[src/sep_pkg.sv]
// Shared constants for the serial EEPROM protect, erase and power-down logic.
// Assumes a 100 MHz system clock; every delay is derived from it here.
package sep_pkg;

  localparam int CLK_MHZ = 100;
  localparam int CNT_W = 24;
  localparam int ADDR_W = 16;

  // Opcodes
  localparam logic [7:0] OP_WRITE = 8'h02;
  localparam logic [7:0] OP_WRITE_ENABLE_CMD = 8'h06;
  localparam logic [7:0] OP_WRITE_DISABLE = 8'h04;
  localparam logic [7:0] OP_STATUS_READ = 8'h05;
  localparam logic [7:0] OP_STATUS_WRITE_CMD = 8'h01;
  localparam logic [7:0] OP_PAGE_ERASE_CMD = 8'h42;
  localparam logic [7:0] OP_SECTOR_ERASE_CMD = 8'hd8;
  localparam logic [7:0] OP_CHIP_ERASE = 8'hc7;
  localparam logic [7:0] OP_SIGNATURE_READ_RELEASE_CMD = 8'hab;
  localparam logic [7:0] OP_DEEP_SLEEP_CMD = 8'hb9;

  // Status byte layout
  localparam int SR_PROT_PIN_EN = 7;
  localparam int SR_BP_HIGH = 3;
  localparam int SR_BP_LOW = 2;
  localparam int SR_WEL = 1;
  localparam int SR_BUSY = 0;

  // Protected range bases per protection code
  localparam logic [15:0] PROT_QUARTER_BASE = 16'hc000;
  localparam logic [15:0] PROT_HALF_BASE = 16'h8000;
  localparam int PAGE_BYTES = 128;
  localparam int PAGE_OFS_W = $clog2(PAGE_BYTES);
  localparam int SECTOR_OFS_W = 14;

  // Self-timed cycle lengths, in microseconds, and in clock cycles
  localparam int T_WRITE_US = 5000;
  localparam int T_STATUS_WRITE_US = 5000;
  localparam int T_PAGE_ERASE_US = 5000;
  localparam int T_SECTOR_ERASE_US = 10000;
  localparam int T_CHIP_ERASE_US = 10000;
  localparam int WRITE_CYC = T_WRITE_US * CLK_MHZ;
  localparam int STATUS_WRITE_CYC = T_STATUS_WRITE_US * CLK_MHZ;
  localparam int PAGE_ERASE_CYC = T_PAGE_ERASE_US * CLK_MHZ;
  localparam int SECTOR_ERASE_CYC = T_SECTOR_ERASE_US * CLK_MHZ;
  localparam int CHIP_ERASE_CYC = T_CHIP_ERASE_US * CLK_MHZ;

  // Power state delays, in nanoseconds, rounded up to whole cycles
  localparam int SLEEP_SETTLE_DELAY_NS = 3000;
  localparam int WAKE_RELEASE_DELAY_NS = 3000;
  localparam int SLEEP_SETTLE_CYC = (SLEEP_SETTLE_DELAY_NS * CLK_MHZ + 999) / 1000;
  localparam int WAKE_RELEASE_CYC = (WAKE_RELEASE_DELAY_NS * CLK_MHZ + 999) / 1000;

  // Kind of internal operation reported on the array port
  localparam logic [2:0] KIND_NONE = 3'h0;
  localparam logic [2:0] KIND_WRITE = 3'h1;
  localparam logic [2:0] KIND_STATUS = 3'h2;
  localparam logic [2:0] KIND_PAGE = 3'h3;
  localparam logic [2:0] KIND_SECTOR = 3'h4;
  localparam logic [2:0] KIND_CHIP = 3'h5;

endpackage

[src/sep_spi_if.sv]
// Decoded serial-bus events passed from the receiver to the command core.
// Assumes both ends run on the system clock.
`timescale 1ns/1ps
interface sep_spi_if;
  logic sel;
  logic sck_fall;
  logic cs_fall;
  logic cs_rise;
  logic at_boundary;
  logic byte_valid;
  logic [7:0] byte_data;
  logic [2:0] byte_idx;
  logic [2:0] bytes_done;
  modport rx (output sel, sck_fall, cs_fall, cs_rise, at_boundary, byte_valid, byte_data,
              byte_idx, bytes_done);
  modport core (input sel, sck_fall, cs_fall, cs_rise, at_boundary, byte_valid, byte_data,
                byte_idx, bytes_done);
endinterface

[src/sep_spi_rx.sv]
// Serial receiver: finds clock and select edges and assembles bytes.
// Assumes select, clock and data are already synchronised to clk_i.
`timescale 1ns/1ps
module sep_spi_rx (
  input wire logic clk_i,
  input wire logic rst_n_i,
  input wire logic sck_i,
  input wire logic cs_n_i,
  input wire logic si_i,
  sep_spi_if.rx spi
);
  typedef struct packed {
    logic sck_p;
    logic cs_n_p;
    logic [6:0] sh;
    logic [2:0] bitc;
    logic [2:0] bytec;
    logic vld;
    logic [7:0] data;
    logic [2:0] idx;
  } sep_rx_st_t;

  sep_rx_st_t q;
  sep_rx_st_t d;
  logic rise;

  assign rise = sck_i & ~q.sck_p & ~cs_n_i;

  always_comb begin
    d = q;
    d.sck_p = sck_i;
    d.cs_n_p = cs_n_i;
    d.vld = 1'b0;
    if (cs_n_i) begin
      d.bitc = 3'h0;
      d.bytec = 3'h0;
    end else if (rise) begin
      d.sh = {q.sh[5:0], si_i};
      d.bitc = q.bitc + 3'h1;
      if (q.bitc == 3'h7) begin
        d.vld = 1'b1;
        d.data = {q.sh, si_i};
        d.idx = q.bytec;
        if (q.bytec != 3'h7) begin
          d.bytec = q.bytec + 3'h1;
        end
      end
    end
  end

  always_ff @(posedge clk_i or negedge rst_n_i) begin
    if (!rst_n_i) begin
      q <= '{sck_p: 1'b0, cs_n_p: 1'b1, default: '0};
    end else begin
      q <= d;
    end
  end

  assign spi.sel = ~cs_n_i;
  assign spi.sck_fall = ~sck_i & q.sck_p & ~cs_n_i;
  assign spi.cs_fall = ~cs_n_i & q.cs_n_p;
  assign spi.cs_rise = cs_n_i & ~q.cs_n_p;
  assign spi.at_boundary = (q.bitc == 3'h0);
  assign spi.byte_valid = q.vld;
  assign spi.byte_data = q.data;
  assign spi.byte_idx = q.idx;
  assign spi.bytes_done = q.bytec;
endmodule

[src/sep_cycle_timer.sv]
// Down-counter for self-timed cycles and power state delays.
// Assumes load is at least one whenever start is pulsed.
`timescale 1ns/1ps
module sep_cycle_timer (
  input wire logic clk_i,
  input wire logic rst_n_i,
  input wire logic start_i,
  input wire logic [sep_pkg::CNT_W-1:0] load_i,
  output logic busy_o,
  output logic done_o
);
  typedef struct packed {
    logic busy;
    logic [sep_pkg::CNT_W-1:0] cnt;
  } sep_tmr_st_t;

  sep_tmr_st_t q;
  sep_tmr_st_t d;

  always_comb begin
    d = q;
    if (start_i) begin
      d.busy = 1'b1;
      d.cnt = load_i;
    end else if (q.busy) begin
      d.cnt = q.cnt - 1'b1;
      if (q.cnt == 1) begin
        d.busy = 1'b0;
      end
    end
  end

  always_ff @(posedge clk_i or negedge rst_n_i) begin
    if (!rst_n_i) begin
      q <= '0;
    end else begin
      q <= d;
    end
  end

  assign busy_o = q.busy;
  assign done_o = q.busy & (q.cnt == 1);
endmodule

[src/sep_top.sv]
// Command core of a serial EEPROM: status protection, erase and deep power-down.
// Assumes the array itself sits outside and acts on op_start_o / wr_data_valid_o.
`timescale 1ns/1ps
module sep_top #(
  parameter int WRITE_CYC = sep_pkg::WRITE_CYC,
  parameter int STATUS_WRITE_CYC = sep_pkg::STATUS_WRITE_CYC,
  parameter int PAGE_ERASE_CYC = sep_pkg::PAGE_ERASE_CYC,
  parameter int SECTOR_ERASE_CYC = sep_pkg::SECTOR_ERASE_CYC,
  parameter int CHIP_ERASE_CYC = sep_pkg::CHIP_ERASE_CYC,
  // Arbitrary signature value
  parameter logic [7:0] SIGNATURE = 8'h5a
) (
  input wire logic clk_sys_i,
  input wire logic rstn_i,
  input wire logic sck_i,
  input wire logic cs_n_i,
  input wire logic si_i,
  input wire logic wp_n_i,
  input wire logic [7:0] nv_status_i,
  output logic so_o,
  output logic so_oe_o,
  output logic busy_flag_o,
  output logic write_enable_latch_o,
  output logic block_protect_high_o,
  output logic block_protect_low_o,
  output logic protect_pin_enable_bit_o,
  output logic deep_sleep_o,
  output logic op_start_o,
  output logic [2:0] op_kind_o,
  output logic [15:0] op_addr_o,
  output logic op_done_o,
  output logic [7:0] wr_data_o,
  output logic wr_data_valid_o
);
  ////////////////////////////////////////////////////////////////////////////////////////////
  // Reset release and pin synchronisers
  logic [1:0] rst_ff;
  logic rst_n;
  logic [3:0] pin_s1;
  logic [3:0] pin_s2;
  logic sck_s;
  logic cs_n_s;
  logic si_s;
  logic wp_n_s;

  always_ff @(posedge clk_sys_i or negedge rstn_i) begin
    if (!rstn_i) begin
      rst_ff <= 2'h0;
    end else begin
      rst_ff <= {rst_ff[0], 1'b1};
    end
  end
  assign rst_n = rst_ff[1];

  // Select and protect idle high, clock idles low: no false edge is seen after reset
  always_ff @(posedge clk_sys_i or negedge rst_n) begin
    if (!rst_n) begin
      pin_s1 <= 4'hc;
      pin_s2 <= 4'hc;
    end else begin
      pin_s1 <= {wp_n_i, cs_n_i, sck_i, si_i};
      pin_s2 <= pin_s1;
    end
  end
  assign si_s = pin_s2[0];
  assign sck_s = pin_s2[1];
  assign cs_n_s = pin_s2[2];
  assign wp_n_s = pin_s2[3];

  ////////////////////////////////////////////////////////////////////////////////////////////
  // Receiver and timers
  sep_spi_if spi ();

  sep_spi_rx u_rx (
    .clk_i(clk_sys_i),
    .rst_n_i(rst_n),
    .sck_i(sck_s),
    .cs_n_i(cs_n_s),
    .si_i(si_s),
    .spi(spi)
  );

  logic t1_start;
  logic [sep_pkg::CNT_W-1:0] t1_load;
  logic t1_busy;
  logic t1_done;
  logic t2_start;
  logic [sep_pkg::CNT_W-1:0] t2_load;
  logic t2_done;

  sep_cycle_timer u_prog_tmr (
    .clk_i(clk_sys_i),
    .rst_n_i(rst_n),
    .start_i(t1_start),
    .load_i(t1_load),
    .busy_o(t1_busy),
    .done_o(t1_done)
  );

  sep_cycle_timer u_pwr_tmr (
    .clk_i(clk_sys_i),
    .rst_n_i(rst_n),
    .start_i(t2_start),
    .load_i(t2_load),
    .busy_o(),
    .done_o(t2_done)
  );

  ////////////////////////////////////////////////////////////////////////////////////////////
  // Core state
  typedef enum logic [2:0] {
    PW_WAIT_ARM,
    PW_STANDBY,
    PW_SETTLE,
    PW_ASLEEP,
    PW_WAKE
  } sep_pwr_t;

  typedef struct packed {
    sep_pwr_t pwr;
    logic nv_pend;
    logic protect_pin_enable_bit;
    logic [1:0] bp;
    logic write_enable_latch;
    logic [7:0] op;
    logic [15:0] addr;
    logic [7:0] sr_new;
    logic [2:0] run_kind;
    logic out_act;
    logic [7:0] out_sh;
    logic so;
    logic op_start;
    logic [2:0] op_kind;
    logic [15:0] op_addr;
    logic op_done;
    logic [7:0] wr_data;
    logic wr_vld;
  } sep_core_st_t;

  sep_core_st_t q;
  sep_core_st_t d;

  function automatic logic sep_in_prot(input logic [1:0] bp, input logic [15:0] a);
    case (bp)
      2'b00: sep_in_prot = 1'b0;
      2'b01: sep_in_prot = (a >= sep_pkg::PROT_QUARTER_BASE);
      2'b10: sep_in_prot = (a >= sep_pkg::PROT_HALF_BASE);
      default: sep_in_prot = 1'b1;
    endcase
  endfunction

  logic hw_prot;
  logic ready;
  logic asleep;
  logic [7:0] cur_op;
  logic [7:0] status_byte;
  logic [15:0] page_base;
  logic [15:0] sector_base;

  assign hw_prot = q.protect_pin_enable_bit & ~wp_n_s;
  assign ready = (q.pwr == PW_STANDBY) & ~t1_busy;
  assign asleep = (q.pwr == PW_SETTLE) | (q.pwr == PW_ASLEEP);
  assign cur_op = (spi.byte_idx == 3'h0) ? spi.byte_data : q.op;
  assign page_base = {q.addr[15:sep_pkg::PAGE_OFS_W], {sep_pkg::PAGE_OFS_W{1'b0}}};
  assign sector_base = {q.addr[15:sep_pkg::SECTOR_OFS_W], {sep_pkg::SECTOR_OFS_W{1'b0}}};

  always_comb begin
    status_byte = 8'h00;
    status_byte[sep_pkg::SR_PROT_PIN_EN] = q.protect_pin_enable_bit;
    status_byte[sep_pkg::SR_BP_HIGH] = q.bp[1];
    status_byte[sep_pkg::SR_BP_LOW] = q.bp[0];
    status_byte[sep_pkg::SR_WEL] = q.write_enable_latch;
    status_byte[sep_pkg::SR_BUSY] = t1_busy;
  end

  ////////////////////////////////////////////////////////////////////////////////////////////
  // Next state
  always_comb begin
    d = q;
    d.op_start = 1'b0;
    d.op_done = 1'b0;
    d.wr_vld = 1'b0;
    t1_start = 1'b0;
    t1_load = '0;
    t2_start = 1'b0;
    t2_load = '0;

    // Nonvolatile bits come back from the cell image after every power-up
    if (q.nv_pend) begin
      d.nv_pend = 1'b0;
      d.protect_pin_enable_bit = nv_status_i[sep_pkg::SR_PROT_PIN_EN];
      d.bp = {nv_status_i[sep_pkg::SR_BP_HIGH], nv_status_i[sep_pkg::SR_BP_LOW]};
    end

    if (!spi.sel) begin
      d.out_act = 1'b0;
      d.so = 1'b0;
    end

    if (spi.cs_fall && q.pwr == PW_WAIT_ARM) begin
      d.pwr = PW_STANDBY;
    end

    // Byte arrivals
    if (spi.byte_valid && q.pwr != PW_WAIT_ARM) begin
      case (spi.byte_idx)
        3'h0: d.op = spi.byte_data;
        3'h1: d.addr[15:8] = spi.byte_data;
        3'h2: d.addr[7:0] = spi.byte_data;
        default: ;
      endcase
      if (cur_op == sep_pkg::OP_STATUS_READ && q.pwr == PW_STANDBY) begin
        d.out_act = 1'b1;
        d.out_sh = status_byte;
      end
      if (cur_op == sep_pkg::OP_SIGNATURE_READ_RELEASE_CMD) begin
        if (spi.byte_idx == 3'h0 && asleep) begin
          d.pwr = PW_WAKE;
          t2_start = 1'b1;
          t2_load = sep_pkg::CNT_W'(sep_pkg::WAKE_RELEASE_CYC);
        end
        if (spi.byte_idx >= 3'h2 && (ready || q.pwr == PW_WAKE)) begin
          d.out_act = 1'b1;
          d.out_sh = SIGNATURE;
        end
      end
      if (cur_op == sep_pkg::OP_WRITE && spi.byte_idx >= 3'h3 && ready) begin
        d.wr_vld = 1'b1;
        d.wr_data = spi.byte_data;
      end
    end

    // Output shifts on the falling serial clock edge
    if (spi.sck_fall && q.out_act) begin
      d.so = q.out_sh[7];
      d.out_sh = {q.out_sh[6:0], 1'b0};
    end

    // Latch, status-write, write, erase and sleep commands execute only on a select rise at a whole-byte boundary
    if (spi.cs_rise && ready && spi.at_boundary) begin
      case (q.op)
        sep_pkg::OP_WRITE_ENABLE_CMD: begin
          if (spi.bytes_done == 3'h1) begin
            d.write_enable_latch = 1'b1;
          end
        end
        sep_pkg::OP_WRITE_DISABLE: begin
          if (spi.bytes_done == 3'h1) begin
            d.write_enable_latch = 1'b0;
          end
        end
        sep_pkg::OP_STATUS_WRITE_CMD: begin
          if (spi.bytes_done == 3'h2 && q.write_enable_latch && !hw_prot) begin
            d.sr_new = q.addr[15:8];
            d.run_kind = sep_pkg::KIND_STATUS;
            t1_start = 1'b1;
            t1_load = sep_pkg::CNT_W'(STATUS_WRITE_CYC);
          end
        end
        sep_pkg::OP_WRITE: begin
          // Array writes ignore the hardware protect pin
          if (spi.bytes_done >= 3'h4 && q.write_enable_latch && !sep_in_prot(q.bp, q.addr)) begin
            d.run_kind = sep_pkg::KIND_WRITE;
            d.op_start = 1'b1;
            d.op_kind = sep_pkg::KIND_WRITE;
            d.op_addr = q.addr;
            t1_start = 1'b1;
            t1_load = sep_pkg::CNT_W'(WRITE_CYC);
          end
        end
        sep_pkg::OP_PAGE_ERASE_CMD: begin
          if (spi.bytes_done == 3'h3 && q.write_enable_latch) begin
            if (sep_in_prot(q.bp, q.addr)) begin
              d.write_enable_latch = 1'b0;
            end else begin
              d.run_kind = sep_pkg::KIND_PAGE;
              d.op_start = 1'b1;
              d.op_kind = sep_pkg::KIND_PAGE;
              d.op_addr = page_base;
              t1_start = 1'b1;
              t1_load = sep_pkg::CNT_W'(PAGE_ERASE_CYC);
            end
          end
        end
        sep_pkg::OP_SECTOR_ERASE_CMD: begin
          if (spi.bytes_done == 3'h3 && q.write_enable_latch) begin
            if (sep_in_prot(q.bp, q.addr)) begin
              d.write_enable_latch = 1'b0;
            end else begin
              d.run_kind = sep_pkg::KIND_SECTOR;
              d.op_start = 1'b1;
              d.op_kind = sep_pkg::KIND_SECTOR;
              d.op_addr = sector_base;
              t1_start = 1'b1;
              t1_load = sep_pkg::CNT_W'(SECTOR_ERASE_CYC);
            end
          end
        end
        sep_pkg::OP_CHIP_ERASE: begin
          if (spi.bytes_done == 3'h1 && q.write_enable_latch) begin
            if (q.bp != 2'b00) begin
              d.write_enable_latch = 1'b0;
            end else begin
              d.run_kind = sep_pkg::KIND_CHIP;
              d.op_start = 1'b1;
              d.op_kind = sep_pkg::KIND_CHIP;
              d.op_addr = 16'h0000;
              t1_start = 1'b1;
              t1_load = sep_pkg::CNT_W'(CHIP_ERASE_CYC);
            end
          end
        end
        sep_pkg::OP_DEEP_SLEEP_CMD: begin
          if (spi.bytes_done == 3'h1) begin
            d.pwr = PW_SETTLE;
            t2_start = 1'b1;
            t2_load = sep_pkg::CNT_W'(sep_pkg::SLEEP_SETTLE_CYC);
          end
        end
        default: ;
      endcase
    end

    // End of a self-timed cycle
    if (t1_done) begin
      d.op_done = 1'b1;
      d.run_kind = sep_pkg::KIND_NONE;
      d.write_enable_latch = 1'b0;
      if (q.run_kind == sep_pkg::KIND_STATUS) begin
        d.protect_pin_enable_bit = q.sr_new[sep_pkg::SR_PROT_PIN_EN];
        d.bp = {q.sr_new[sep_pkg::SR_BP_HIGH], q.sr_new[sep_pkg::SR_BP_LOW]};
      end
    end

    // Power state delays; a wake request outranks a settle expiry in the same cycle
    if (t2_done && !t2_start) begin
      case (q.pwr)
        PW_SETTLE: d.pwr = PW_ASLEEP;
        PW_WAKE: d.pwr = PW_STANDBY;
        default: ;
      endcase
    end
  end

  // Power loss is the reset: sleep and latch both clear, select counts as high
  always_ff @(posedge clk_sys_i or negedge rst_n) begin
    if (!rst_n) begin
      q <= '{pwr: PW_WAIT_ARM, nv_pend: 1'b1, default: '0};
    end else begin
      q <= d;
    end
  end

  ////////////////////////////////////////////////////////////////////////////////////////////
  // Outputs
  assign so_o = q.so;
  assign so_oe_o = q.out_act & spi.sel;
  assign busy_flag_o = t1_busy;
  assign write_enable_latch_o = q.write_enable_latch;
  assign block_protect_high_o = q.bp[1];
  assign block_protect_low_o = q.bp[0];
  assign protect_pin_enable_bit_o = q.protect_pin_enable_bit;
  assign deep_sleep_o = asleep;
  assign op_start_o = q.op_start;
  assign op_kind_o = q.op_kind;
  assign op_addr_o = q.op_addr;
  assign op_done_o = q.op_done;
  assign wr_data_o = q.wr_data;
  assign wr_data_valid_o = q.wr_vld;
endmodule

[config.mk]
export PLATFORM = sky130hd
export DESIGN_NAME = sep_top
export DESIGN_NICKNAME = d
export VERILOG_FILES = /design/src/sep_pkg.sv /design/src/sep_spi_if.sv /design/src/sep_spi_rx.sv /design/src/sep_cycle_timer.sv /design/src/sep_top.sv
export SDC_FILE = /design/constraint.sdc
export NUM_CORES = 1
export LEC_CHECK = 0
export BUFFER_PORTS_ARGS = -buffer_cell sky130_fd_sc_hd__buf_2
export CAP_MARGIN = 20
export CORE_ASPECT_RATIO = 0.75
export CORE_MARGIN = 2
export CORE_UTILIZATION = 31
export DETAILED_ROUTE_END_ITERATION = 7
export PLACE_DENSITY = 0.57
export SLEW_MARGIN = 15
export SYNTH_ARGS = -nofsm -noshare
export SYNTH_HDL_FRONTEND = slang
export SYNTH_SLANG_ARGS = --single-unit
[constraint.sdc]
create_clock -name clk_sys_i -period 4.6 [get_ports clk_sys_i]
set_input_delay 0.46 -clock clk_sys_i [delete_from_list [all_inputs] [get_ports clk_sys_i]]
set_output_delay 0.46 -clock clk_sys_i [all_outputs]
set_load 0.005 [all_outputs]
### Word-level counts from Yosys, hierarchy flattened

Index checks and enable logic that the tools add are counted.

* $add $sub $neg: 4
* multiply operators: 0
* divide/modulo/power cells: 0
* magnitude comparators: 5
* equal/unequal tests: 47
* shift operators: 0
* mux-type cells: 104
* bitwise gates (word level): 18
* reductions and logical operators: 48

Operators with widths (count)
* two-way mux 20 bit: 13
* two-way mux 25 bit: 4
* one-hot mux 20 bit (5 select lines): 1
* one-hot mux 20 bit (4 select lines): 1
* two-way mux 19 bit: 4
* two-way mux 24 bit: 3
* two-way mux 9 bit: 8
* two-way mux 3 bit: 21
* equality test 24 x 1 -> 1 bit, second input constant: 2
* subtractor 24 x 1 -> 24 bit, second input constant: 2
* != test 3 bit, second input constant: 14
* two-way mux 1 bit: 38
* equality test 8 bit, second input constant: 4
* >= comparator 16 bit, second input constant: 2
* equality test 8 x 3 -> 1 bit, second input constant: 3
* AND reduction 10 bit: 2
* equality test 3 x 2 -> 1 bit, second input constant: 6
* two-way mux 18 bit: 1
* nonzero test 2 bit: 9
* logical AND 1 bit: 17
* equality test 8 x 2 -> 1 bit, second input constant: 2
* two-way mux 15 bit: 1
* one-hot mux 3 bit (5 select lines): 1
* != test 2 bit, second input constant: 7
* 29 further kinds: 60

* flip-flop bits (word level): 170
* bits in latches: 0
* memory bits (writable): 0
* bits in read-only memories: 0
* output and inout bits: 38
* memories kept: 0

### Longest topological paths before layout

* word-level depth: 12
* gate-level depth with buffers: 9

### By module

A second synthesis with hierarchy kept.

* cell total of the unflattened synthesis: 815
* area, all modules: 8473.1 µm²

Modules (own cells, without submodules)
* sep_top: instances 1, cells an instance 387, area an instance 4280.4 µm², sequential area each 2208.4 µm²
* sep_cycle_timer: instances 2, cells an instance 169, area an instance 1480.2 µm², sequential area each 625.6 µm²
* sep_spi_rx: instances 1, cells an instance 90, area an instance 1232.4 µm², sequential area each 676.9 µm²

### Worst setup path before layout

OpenSTA, ideal clock, no wires.

* path type: reg2reg
* start: reg q[74] (netlist bit)
* end: reg q[38] (netlist bit)
* setup time: 0.121 ns
* arrival time: 2.270 ns
* required time: 4.479 ns
* path slack: 2.209 ns
* cell stages (with the launch flop): 8
* path buffers: 1
* period minus slack after synthesis: 2.391 ns
* path through: dfrtp_1 or4_1 buf_2 or4_4 a21boi_4 nand2_2 mux2_4 a22o_1

* longest elaborated chain between the ends: 8
* elaborated cells between the ends (all ways): 9
* classes of those cells: eq/ne (2); mux (6); reduce/logical (1)

Ends and longest elaborated chain
* start, declared: RTL line sep_top.sv:140 `sep_core_st_t q;`
* start signal, assigned: RTL line sep_top.sv:348 `q <= '{pwr: PW_WAIT_ARM, nv_pend: 1'b1, default: '0};`
* start signal, assigned: RTL line sep_top.sv:350 `q <= d;`
* two-way mux 8 bit *
* equality test 8 x 3 -> 1 bit: RTL line sep_top.sv:212 `if (cur_op == sep_pkg::OP_STATUS_READ && q.pwr == PW_STANDBY) begin`
* logical AND 1 bit: RTL line sep_top.sv:212
* two-way mux 9 bit: RTL line sep_top.sv:212
* two-way mux 9 bit: RTL line sep_top.sv:222 `if (spi.byte_idx >= 3'h2 && (ready || q.pwr == PW_WAKE)) begin`
* two-way mux 9 bit *: RTL line sep_top.sv:216 `if (cur_op == sep_pkg::OP_SIGNATURE_READ_RELEASE_CMD) begin`
* two-way mux 9 bit *: RTL line sep_top.sv:205 `if (spi.byte_valid && q.pwr != PW_WAIT_ARM) begin`
* two-way mux 9 bit *: RTL line sep_top.sv:234 `if (spi.sck_fall && q.out_act) begin`

Every way passes the cells marked *; elsewhere a longest branch is shown, timed or not. The select of a mux whose other input is x is not followed.
A chain may end at the register's enable or synchronous reset.

### Worst setup path in the final report

* start: reg q[82] (netlist bit)
* end: reg u_pwr_tmr.q[14] (netlist bit)

* longest elaborated chain between the ends: 10
* elaborated cells between the ends (all ways): 19
* classes of those cells: eq/ne (3); mux (8); bitwise (2); reduce/logical (6)

Ends and longest elaborated chain
* equality test 3 x 2 -> 1 bit: RTL line sep_top.sv:162 `assign asleep = (q.pwr == PW_SETTLE) | (q.pwr == PW_ASLEEP);`
* OR 1 bit: RTL line sep_top.sv:162
* logical AND 1 bit: RTL line sep_top.sv:217 `if (spi.byte_idx == 3'h0 && asleep) begin`
* two-way mux 1 bit: RTL line sep_top.sv:217
* two-way mux 1 bit: RTL line sep_top.sv:216
* two-way mux 1 bit: RTL line sep_top.sv:205
* two-way mux 1 bit: RTL line sep_top.sv:314 `if (spi.bytes_done == 3'h1) begin`
* two-way mux 1 bit: RTL line sep_top.sv:241 `case (q.op)`
* two-way mux 1 bit: RTL line sep_top.sv:240 `if (spi.cs_rise && ready && spi.at_boundary) begin`
* two-way mux 25 bit / nonzero test 2 bit (equally long branches)
* end signal, assigned: RTL line sep_cycle_timer.sv:35 `q <= '0;`
* end signal, assigned: RTL line sep_cycle_timer.sv:37 `q <= d;`
* end, declared: RTL line sep_cycle_timer.sv:17 `sep_tmr_st_t q;`

Several ways; a longest one is shown, not always the timed one.

==> results.json <==
{
  "worstPathRequired_ps": 4880,
  "drt-pass1-iter-count": 5,
  "dp.cells": 1071,
  "place.detailed.hpwl_mm": 11.3,
  "drtIter0Drc": 307,
  "reg2reg_depth": 5,
  "power.total_mw": 3.09,
  "area_growth_pct": 12.6,
  "period_minus_slack_ps": 3030,
  "drive_above_1_share_pct": 20.4,
  "drv_slew": 0,
  "die_w_microns": 188,
  "async_flop_share_pct": 100,
  "cts_tree": "built",
  "syn_nets": 764,
  "leakagePower_nw": 4.04,
  "r2r_end": "u_pwr_tmr.q[14]",
  "h-tree-depth": 4,
  "worstSetupPathType": "reg2reg",
  "clk_pin_slew_ps": 60,
  "root_buffer": "clkbuf_16",
  "cp_max_fo": 23,
  "clock_latency_ps": 440,
  "maxCapViolCount": 0,
  "drtAntennaViolNets": 0,
  "syn_area_per_cell_sq_um": 10.7,
  "startpoint_type": "flop",
  "synth_area_sq_um": 7870,
  "seq_area_frac_synth_pct": 52.6,
  "pin_count": 52,
  "fin_crit_sh_pct": 65.8,
  "yosysWarnings": 0,
  "fin_skew_ps": 9.23,
  "timing.final.ws_setup_ps": 1570,
  "setup.worst_path.end": "u_pwr_tmr.q[14]",
  "relSlewSlack_pct": 41.4,
  "worst_hold_slack_ps": 125,
  "grt_pass1_wl_mm": 28.1,
  "final-hold-violation-count": 0,
  "tightest_slew_ps": 878,
  "synth_edf_count": 0,
  "ctsLongestPathBuffers": 2,
  "synth_top_flop_cell": "dfrtp_1",
  "drc": 0,
  "vias_per_cell": 4.75,
  "netlist.area_leader.share_pct": 50.5,
  "row_count": 50,
  "clock_sinks": 165,
  "final_nets": 779,
  "status": "finished clean",
  "routed_wl_mm": 16.6,
  "hold_path_class": "in2reg",
  "antenna_found_initial": 0,
  "tns_ps": 0,
  "synthCells": 738,
  "regToRegSetupSlack_ps": 1570,
  "synth_area_leaders": "dfrtp_1, mux2_2, xnor2_1",
  "die_h_microns": 142,
  "port_buffers": 46,
  "post-place-ws_ps": 1550,
  "end_kind": "flop",
  "wire_per_inst_microns": 15.0,
  "grt_use_total_pct": 13.4,
  "first_global_vias": 5175,
  "place_congestion": 0.807,
  "ys_ff_latch": 165,
  "dieArea_sq_um": 26700,
  "grt_max_degree": 141,
  "crit_arrival_ps": 3310,
  "core_sq_um": 25000,
  "cts_buffers": 17,
  "ir_drop_mv": 0.238,
  "rsz0062_at_grt": "no",
  "power_density_nw_per_um2": 349,
  "post_cts_buffers": 0,
  "worstSetupStartpoint": "q[82]",
  "yosysTopAreaCell": "dfrtp_1",
  "setup_viol": 0,
  "clock.fmax_mhz": 331,
  "diodes": 0,
  "reg2reg_from": "q[82]",
  "finalNonFillerCells": 1103,
  "vias": 5235,
  "grt.overflow.total": 0,
  "synth_cell_types": 65,
  "initial_core_util_pct": 31.5
}
[cell type report]
cell class / count / area (sq um)
Fill cell: 2487 / 16100
Sequential cell: 165 / 4140
Multi-Input combinational cell: 504 / 3360
Clock buffer: 19 / 433
Tap cell: 338 / 423
Timing Repair Buffer: 49 / 268
Clock inverter: 12 / 181
Inverter: 16 / 60.1
[logic make-up after synthesis]
kind of cell	Yosys count	share of synthesized area, %
and+or+nand+nor	309	20.4
buffers and inverters	69	4.75
adders and majority gates	12	1.91
xor gates and xnor gates	47	5.23
muxes	63	9.31
other	2	0.0954
DFF	165	52.6
AOI/OAI and AO/OA	71	5.79
[cells in the mapped netlist (3+ instances only)]
| library cell | instances |
|---|---|
| a21oi_1 | 14 |
| mux2i_1 | 8 |
| mux2_4 | 9 |
| nor4bb_1 | 3 |
| a22o_1 | 3 |
| nor2_1 | 73 |
| or3_1 | 8 |
| o21ai_0 | 28 |
| nand2_1 | 80 |
| mux2_2 | 46 |
| nand3b_1 | 4 |
| nand3_1 | 27 |
| inv_1 | 16 |
| buf_4 | 28 |
| or2_2 | 3 |
| nor4_1 | 14 |
| nand4_1 | 10 |
| nand2b_1 | 12 |
| ha_1 | 12 |
| nor3b_1 | 4 |
| a221oi_1 | 4 |
| a21o_1 | 4 |
| xnor2_1 | 36 |
| nor4b_1 | 8 |
| nor2b_1 | 6 |
| clkbuf_1 | 17 |
| buf_2 | 8 |
| dfstp_2 | 6 |
| xor2_1 | 11 |
| or4_1 | 6 |
| nand4b_1 | 4 |
| nor3_1 | 26 |
| dfrtp_1 | 159 |
[power by group]
part | internal [mW] | switching (mW)
clock | 0.906 | 0.591
combinational | 0.0328 | 0.0405
sequential | 1.49 | 0.0336
total | 2.43 | 0.665
[flip-flops by register name, summed over array words and instances, names as in the netlist, 4 cells and up]
signal / count
q: 34
u_prog_tmr.q: 24
u_pwr_tmr.q: 24
op_addr_o: 16
u_rx.q: 12
page_base: 9
u_rx.spi.byte_data: 8
wr_data_o: 8
pin_s1: 4
pin_s2: 4
[worst min-delay path by stage]
stage	from	end	slack [ps]	cells after the start
finish	cs_n_i	pin_s1[2]	120	1
global route	cs_n_i	pin_s1[2]	110	1
CTS	cs_n_i	pin_s1[2]	110	1
detailed placement	rst_ff[1]	u_pwr_tmr.q[14]	240	0
global placement	rst_ff[1]	u_pwr_tmr.q[16]	240	0
floorplan	rstn_i	rst_ff[0]	160	0
[critical path: stages (launching register included)]
cell and delay, ps:
dfrtp_1 470, nor3b_1 580, nand3_1 360, or4b_1 690, nand2_1 640, nor2_1 120
[through the flow]
step	area [sq um]	util, %
3_5_place_dp	8240	33.0
3_3_place_gp	8240	33.0
2_1_floorplan	7870	-
5_1_grt	8870	35.5
4_1_cts	8870	35.5
6_report	8870	35.5
[timing repair]
action / CTS / global route
endpoints found under the setup margin: 0 / 0
gates resized for setup: 0 / 0
hold buffers: 1 / 0
endpoints found under the hold margin: 2 / 0
[placed cells by master (no fill, tap or decap), types with 3 or more instances in the layout]
| master | n |
|---|---|
| mux2_4 | 9 |
| nand4_1 | 10 |
| clkinv_4 | 3 |
| dfrtp_1 | 158 |
| nor3_1 | 26 |
| dfstp_2 | 6 |
| nand3b_1 | 4 |
| nand2b_1 | 12 |
| nor2b_1 | 6 |
| inv_1 | 16 |
| a21o_1 | 4 |
| nor3b_1 | 4 |
| bufinv_16 | 4 |
| nand2_1 | 80 |
| clkbuf_16 | 17 |
| nor2_1 | 73 |
| or3_1 | 8 |
| o21ai_0 | 28 |
| or4_1 | 6 |
| nor4b_1 | 8 |
| nor4bb_1 | 3 |
| nor4_1 | 14 |
| xnor2_1 | 36 |
| mux2i_1 | 8 |
| nand3_1 | 27 |
| buf_2 | 46 |
| xor2_1 | 11 |
| a221oi_1 | 4 |
| ha_1 | 12 |
| mux2_2 | 46 |
| clkinvlp_4 | 4 |
| nand4b_1 | 4 |
| a21oi_1 | 14 |
| a22o_1 | 3 |
| or2_2 | 3 |
[per-layer routing]
metal	GRT usage [%]	vias to the layer above	part of all wire, %
li1	-	2577	-
met1	20.9	2547	55
met2	18.0	98	40
met3	3.30	13	4.7
met4	3.73	0	0.83
met5	0	-	0
Note: power is estimated with default switching activity, not from simulation.
